### config.mk
export PLATFORM = sky130hd
export DESIGN_NAME = watchdog_down_counter
export DESIGN_NICKNAME = d
export VERILOG_FILES = /design/src/hdl/wdog_pkg.sv /design/src/hdl/tick_edge.sv /design/src/hdl/watchdog_down_counter.sv
export SDC_FILE = /design/constraint.sdc
export NUM_CORES = 1
export LEC_CHECK = 0
export ABC_AREA = 0
export BUFFER_PORTS_ARGS = -buffer_cell sky130_fd_sc_hd__clkbuf_2
export CAP_MARGIN = 10
export CORE_UTILIZATION = 30
export CTS_CLUSTER_DIAMETER = 200
export DETAILED_ROUTE_END_ITERATION = 8
export PLACE_DENSITY = 0.53
export SLEW_MARGIN = 15
export SYNTH_ARGS = -nofsm -noshare
export SYNTH_HDL_FRONTEND = slang
export SYNTH_SLANG_ARGS = --single-unit
### constraint.sdc
create_clock -name clk -period 5.7 [get_ports clk]
set_input_delay 0.855 -clock clk [delete_from_list [all_inputs] [get_ports clk]]
set_output_delay 0.855 -clock clk [all_outputs]
set_load 0.1 [all_outputs]
### src/hdl/wdog_pkg.sv
// constants and carrier types for the watchdog down counter
// assumes a single 40 MHz system clock and a 32.768 kHz tick pin
package wdog_pkg;
    // ------------------------------------------------------------
    // widths and reset values
    // ------------------------------------------------------------
    localparam int CNT_W = 32;
    localparam logic [31:0] LOAD_RST = 32'hffffffff;
    localparam logic [31:0] CNT_RST = 32'h00000000;
    // ------------------------------------------------------------
    // timing
    // ------------------------------------------------------------
    localparam int CLK_HZ = 40000000;
    localparam int TICK_HZ = 32768;
    localparam int SYNC_STAGES = 2;
    // software controls gathered together
    typedef struct packed {
        logic enable;
        logic reload;
        logic clear_flag;
    } wdog_ctrl_t;
    // status toward the system
    typedef struct packed {
        logic irq;
        logic flag;
        logic sys_reset;
        logic wakeup;
    } wdog_stat_t;
endpackage : wdog_pkg

### src/hdl/tick_edge.sv
// synchroniser and rising edge detector for the slow tick clock pin
// assumes the pin is far slower than clk so every edge is seen
`timescale 1ns/1ps
module tick_edge (
    // clock and reset
    input wire logic clk,
    input wire logic rst,
    // slow clock pin and its edge pulse
    input wire logic tick_pin,
    output logic tick_rise
);
    // ------------------------------------------------------------
    // two stage synchroniser, then edge detect on the second stage
    // ------------------------------------------------------------
    logic sync1_ff, sync2_ff, prev_ff;
    logic nxt_sync1, nxt_sync2, nxt_prev;
    // next values; first stage feeds only the second
    always_comb begin
        nxt_sync1 = tick_pin;
        nxt_sync2 = sync1_ff;
        nxt_prev = sync2_ff;
    end
    // registers only
    always_ff @(posedge clk or posedge rst) begin
        if (rst) begin
            sync1_ff <= 1'b0;
            sync2_ff <= 1'b0;
            prev_ff <= 1'b0;
        end else begin
            sync1_ff <= nxt_sync1;
            sync2_ff <= nxt_sync2;
            prev_ff <= nxt_prev;
        end
    end
    assign tick_rise = sync2_ff & ~prev_ff;
endmodule : tick_edge

### src/hdl/watchdog_down_counter.sv
// watchdog down counter: counts 32.768 kHz ticks, interrupts at zero,
// reloads itself and resets the system on a second unserviced timeout
// assumes control inputs come from logic on clk; tick comes from a pin
//
// Function
// - 32-bit counter, one decrement per slow tick
// - at zero raise interrupt and status flag
// - at zero reload from load value automatically
// - timeout with flag still set resets system
// - interrupt stays pending until software clears flag
// - software reload restarts full interval anytime while enabled; ignored while disabled
// - interrupt works in standby, acts as wakeup
`timescale 1ns/1ps
module watchdog_down_counter #(
    parameter int CNT_W = wdog_pkg::CNT_W
) (
    // clock and reset
    input wire logic clk,
    input wire logic rst,
    // slow watchdog clock pin, 32.768 kHz
    input wire logic tick_pin,
    // software side controls and load value
    input wire wdog_pkg::wdog_ctrl_t ctrl,
    input wire logic [CNT_W-1:0] watchdog_load_value,
    // system side status
    output wdog_pkg::wdog_stat_t stat,
    output logic [CNT_W-1:0] count
);
    // ------------------------------------------------------------
    // tick recovery
    // ------------------------------------------------------------
    logic tick_rise;
    tick_edge u_tick (
        .clk(clk),
        .rst(rst),
        .tick_pin(tick_pin),
        .tick_rise(tick_rise)
    );

    // ------------------------------------------------------------
    // counter and status state
    // ------------------------------------------------------------
    logic [CNT_W-1:0] cnt_ff, nxt_cnt;
    logic flag_ff, nxt_flag;
    logic rst_req_ff, nxt_rst_req;
    logic en_ff, nxt_en;
    logic timeout;

    // zero is reached on the tick that takes the counter from one, or on
    // every tick of a zero load value; a forced reload in the same cycle wins
    assign timeout = en_ff & ctrl.enable & ~ctrl.reload & tick_rise
        & (cnt_ff <= CNT_W'(1));

    // next values; reload and enable edge win over the decrement
    always_comb begin
        nxt_en = ctrl.enable;
        nxt_cnt = cnt_ff;
        nxt_flag = flag_ff;
        nxt_rst_req = rst_req_ff;
        if (!ctrl.enable) begin
            nxt_cnt = CNT_W'(wdog_pkg::CNT_RST);
            nxt_flag = flag_ff & ~ctrl.clear_flag;
        end else if (!en_ff || ctrl.reload) begin
            nxt_cnt = watchdog_load_value;
            nxt_flag = flag_ff & ~ctrl.clear_flag;
        end else if (tick_rise) begin
            if (cnt_ff == CNT_W'(1) || cnt_ff == '0) begin
                nxt_cnt = watchdog_load_value;
            end else begin
                nxt_cnt = cnt_ff - CNT_W'(1);
            end
            // set beats a clear arriving in the same cycle
            nxt_flag = timeout | (flag_ff & ~ctrl.clear_flag);
        end else begin
            nxt_flag = flag_ff & ~ctrl.clear_flag;
        end
        // second timeout while still pending; held until system reset
        // the request never drops by itself: the system must apply rst
        if (timeout && flag_ff) begin
            nxt_rst_req = 1'b1;
        end
    end

    // registers only
    always_ff @(posedge clk or posedge rst) begin
        if (rst) begin
            cnt_ff <= CNT_W'(wdog_pkg::CNT_RST);
            flag_ff <= 1'b0;
            rst_req_ff <= 1'b0;
            en_ff <= 1'b0;
        end else begin
            cnt_ff <= nxt_cnt;
            flag_ff <= nxt_flag;
            rst_req_ff <= nxt_rst_req;
            en_ff <= nxt_en;
        end
    end

    // ------------------------------------------------------------
    // outputs; wakeup mirrors the pending interrupt, needs no cpu
    // ------------------------------------------------------------
    always_comb begin
        stat.irq = flag_ff;
        stat.flag = flag_ff;
        stat.sys_reset = rst_req_ff;
        stat.wakeup = flag_ff;
    end
    assign count = cnt_ff;

    // ------------------------------------------------------------
    // checking aid: ticks seen since the last load, kept apart from
    // the counter so that a wrong decrement cannot hide itself; read
    // only by the assertions below, so synthesis trims it away
    // ------------------------------------------------------------
    logic [CNT_W-1:0] span_ff, nxt_span;
    logic [CNT_W-1:0] seen_ff, nxt_seen;
    logic load_evt;

    // any event that restarts the interval from the load value
    assign load_evt = ctrl.enable & (~en_ff | ctrl.reload | timeout);

    // next values; disabled clears both, a load restarts the count
    always_comb begin
        nxt_span = span_ff;
        nxt_seen = seen_ff;
        if (!ctrl.enable) begin
            nxt_span = '0;
            nxt_seen = '0;
        end else if (load_evt) begin
            nxt_span = watchdog_load_value;
            nxt_seen = '0;
        end else if (tick_rise) begin
            nxt_seen = seen_ff + CNT_W'(1);
        end
    end

    // registers only
    always_ff @(posedge clk or posedge rst) begin
        if (rst) begin
            span_ff <= '0;
            seen_ff <= '0;
        end else begin
            span_ff <= nxt_span;
            seen_ff <= nxt_seen;
        end
    end

    // ------------------------------------------------------------
    // assertions
    // ------------------------------------------------------------
    a_idle_no_irq: assert property (@(posedge clk) disable iff (rst)
        (!ctrl.enable && !flag_ff) |=> !flag_ff && cnt_ff == '0)
        else $error("irq or count while disabled");
    a_tick_decr: assert property (@(posedge clk) disable iff (rst)
        (en_ff && ctrl.enable && !ctrl.reload && tick_rise && cnt_ff > CNT_W'(1))
        |=> cnt_ff == $past(cnt_ff) - CNT_W'(1))
        else $error("counter did not decrement on tick");
    a_hold_no_tick: assert property (@(posedge clk) disable iff (rst)
        (en_ff && ctrl.enable && !ctrl.reload && !tick_rise) |=> $stable(cnt_ff))
        else $error("counter moved without tick");
    a_zero_irq: assert property (@(posedge clk) disable iff (rst)
        timeout |=> stat.irq && flag_ff)
        else $error("no interrupt at zero");
    a_auto_reload: assert property (@(posedge clk) disable iff (rst)
        (timeout && !ctrl.reload) |=> cnt_ff == $past(watchdog_load_value))
        else $error("no reload at zero");
    a_second_reset: assert property (@(posedge clk) disable iff (rst)
        (timeout && flag_ff) |=> stat.sys_reset)
        else $error("no system reset on second timeout");
    a_flag_pending: assert property (@(posedge clk) disable iff (rst)
        (flag_ff && !ctrl.clear_flag) |=> flag_ff)
        else $error("flag dropped without clear");
    a_sw_reload: assert property (@(posedge clk) disable iff (rst)
        (ctrl.enable && ctrl.reload) |=> cnt_ff == $past(watchdog_load_value))
        else $error("forced reload missed");
    a_wake_irq: assert property (@(posedge clk) disable iff (rst)
        timeout |=> stat.wakeup)
        else $error("no wakeup at timeout");
    a_enable_load: assert property (@(posedge clk) disable iff (rst)
        $rose(ctrl.enable) |=> cnt_ff == $past(watchdog_load_value))
        else $error("enable did not load counter");

    // status path: set beats clear, clear works, reset request is sticky
    a_set_wins: assert property (@(posedge clk) disable iff (rst)
        (timeout && ctrl.clear_flag) |=> flag_ff)
        else $error("clear beat a new timeout");
    a_clear_flag: assert property (@(posedge clk) disable iff (rst)
        (ctrl.clear_flag && !timeout) |=> !flag_ff)
        else $error("flag not cleared");
    a_flag_cause: assert property (@(posedge clk) disable iff (rst)
        $rose(flag_ff) |-> $past(timeout))
        else $error("flag set without timeout");
    a_wake_follow: assert property (@(posedge clk) disable iff (rst)
        $rose(stat.wakeup) |-> $past(timeout))
        else $error("wakeup without timeout");
    a_reset_hold: assert property (@(posedge clk) disable iff (rst)
        stat.sys_reset |=> stat.sys_reset)
        else $error("system reset request dropped");
    a_reset_cause: assert property (@(posedge clk) disable iff (rst)
        $rose(stat.sys_reset) |-> $past(timeout) && $past(flag_ff))
        else $error("system reset without second timeout");

    // enable path: nothing moves and nothing fires while disabled
    a_off_no_reload: assert property (@(posedge clk) disable iff (rst)
        (!ctrl.enable && ctrl.reload) |=> cnt_ff == '0)
        else $error("reload acted while disabled");
    a_off_count_zero: assert property (@(posedge clk) disable iff (rst)
        !en_ff |-> cnt_ff == '0)
        else $error("count not zero while disabled");

    // counter path: one step per tick pulse, reload and interrupt at zero
    a_tick_pulse: assert property (@(posedge clk) disable iff (rst)
        tick_rise |=> !tick_rise)
        else $error("tick pulse longer than one cycle");
    a_zero_reload: assert property (@(posedge clk) disable iff (rst)
        (en_ff && ctrl.enable && !ctrl.reload && tick_rise && cnt_ff <= CNT_W'(1))
        |=> flag_ff && cnt_ff == $past(watchdog_load_value))
        else $error("no reload or flag at zero");
    // a timeout comes after exactly as many ticks as were loaded; a zero
    // load value times out on every tick and is left out
    a_period_ticks: assert property (@(posedge clk) disable iff (rst)
        (timeout && span_ff != '0) |-> seen_ff + CNT_W'(1) == span_ff)
        else $error("timeout after wrong number of ticks");
endmodule : watchdog_down_counter

==> summary.txt <==
status = complete, no violations
worst r2r src = count[4]
post-synth cell types = 49
top-count cell post-synth = dfrtp_1
Root Buffer = clkbuf_8
number of vias per cell = 5.74
clk sink count = 38
skew final = 0.00444 ns
Post-Place Cell Area = 2890 um2
P&R area growth vs syn = 19.0%
CTS Buf Count = 5
hold_ws = 0.351 ns
hold path start = u_tick.nxt_sync2
CP arrival = 3.31 ns
setup total negative slack = 0 ns
Critical Path Fanout Max = 19
Mean Syn Cell Area = 9.20 um2
DR WL/cell = 18.3 um
sequential-to-total area share from yosys stat = 37.7%
Post-synth EDFFs = 0
Synth top cells by count = dfrtp_1, nand3_1, mux2i_1, nor2_1, nor3_1
global route overflow = 0
clock latency on the worst-skew pair = 0.30 ns
Reg clk slew, reported paths = 0.08 ns
Crit. End Element = flip-flop
RePlAce Congestion = 0.846
initial antenna violation count = 0
CTS tree = built
largest cells by area after synthesis = dfrtp_1, mux2i_1, nand3_1
gr usage total = 18.9%
Die ar. = 8770 um2
nets@finish = 376
Max IR drop VDD = 0.100 mV
post-route clock period utilization = 54.8%
H-Tree Level Count = 2
PortBufs = 73
Main synth FF type = dfrtp_1
largest net degree at the start of global routing = 39
syn_nets = 315
Max Freq = 0.320 GHz
Initial Util = 30.8%
vias in the first global route = 2501
Post-DP HPWL = 5860 um
Core ar. = 8180 um2
number of setup buffers added after CTS = 0
Slew HR = 32.6%
Crit path required time = 5.88 ns
nature of the critical path startpoint = flip-flop
Slew Limit Fails = 0
synthesized area = 2520 um2
CP startpoint = count[4]
post-layout min period = 3.12 ns
Top Ports = 74
number of gates resized after cts = 0
diode count = 0
#FFs+latches synth = 38
leak pwr = 1.33 nW
floorplan row count = 33
RSZ-0062 raised after global routing = false
DRC Markers = 0
Yosys top cell by area = dfrtp_1
Initial DRT Pass Iterations = 4
Post-CTS Hold Fix Bufs = 0
Setup CP Type = flip-flop to flip-flop
endpoints failing setup = 0
Layout Cell Area excl Fill = 3000 um2
class of the worst hold path = flip-flop to flip-flop
Power, Total = 866 uW
number of synthesis warnings = 0
# Max-Cap Violations = 0
first-pass GRT wire length = 12800 um
Antenna Nets Post-Route = 0
via count = 2531
Pwr per Cell Area = 289 nW/um2
Post-Route WL = 8080 um
Initial DRC Count = 118
die width = 93.7 um
Post-synth ARST share = 100%
Yosys top cell area share = 37.7%
die height = 93.7 um
Slew @ Worst Pin = 1.01 ns
Final Hold Fails = 0
layout cell share with drive strength beyond 1 = 28.0%
cells after synthesis = 274
Clock Path Buffers = 2
[area by class of cell]
type	count	area, um2
Clock buffer	8	110
Fill cell	883	5180
Inverter	11	41.3
Multi-Input combinational cell	202	1370
Sequential cell	38	951
Tap cell	105	131
Timing Repair Buffer	77	395
[power breakdown]
| group | internal [mW] | switching (mW) | total, mW |
|---|---|---|---|
| registers | 0.289 | 0.0275 | 0.316 |
| logic | 0.0738 | 0.252 | 0.326 |
| clock network | 0.122 | 0.101 | 0.224 |
[worst max-delay path, cell delays in order, from the launching register on]
cell and delay [ns]:
dfrtp_1 0.48, or4_4 0.59, or4_4 0.60, o31ai_4 0.68
buf_4 0.35, nor4_1 0.07, a211o_1 0.23
[metrics by stage]
stage | std cells | worst slack, ns | utilization (%)
after floorplan | 274 | 2.51 | -
after global placement | 433 | 2.63 | 35.3
after detailed placement | 433 | 2.63 | 35.3
after CTS | 441 | 2.60 | 36.7
after global routing | 441 | 2.34 | 36.7
final | 441 | 2.58 | 36.7
[registers in the layout, summed over array words and instances, names as in the netlist]
register	flops
count	32
en_ff	1
flag_ff	1
rst_req_ff	1
u_tick.nxt_prev	1
u_tick.nxt_sync2	1
u_tick.prev_ff	1
[per-layer routing]
metal  track usage [%]  vias to the layer above  share of wire (%)
met3              3.88                       18                5.0
met4              6.92                        0                2.6
li1                  -                     1203                  -
met1              25.1                     1228                 48
met2              30.1                       82                 45
met5                 0                        -                  0
[worst paths after layout]
check	to	slack, ns	depth (start not counted)
max reg2reg	count[11]	2.58	6
min	u_tick.nxt_prev	0.35	0
min in group asynchronous	u_tick.nxt_sync2	0.65	3
min reg2reg	u_tick.nxt_prev	0.35	0
max in group asynchronous	count[18]	4.70	3
max	count[11]	2.58	6
[layout by cell type, fill, tap and decap left out, types with 11 or more instances in the layout]
cell	n
nor4_1	11
or4_1	12
nand3_1	24
mux2i_1	14
nor3_1	13
inv_1	11
nor2_1	14
clkbuf_2	73
dfrtp_1	38
[logic make-up (layout without fill, tap and decap cells)]
group	count (synthesis)	in the layout	share of synthesized area, %
buf+inv	34	96	7.90
fa+ha+maj	3	3	1.49
mux	14	14	5.56
compound gates	73	73	22.4
simple gates	112	112	24.9
flops	38	38	37.7
Power figures use the tool's default switching activity.
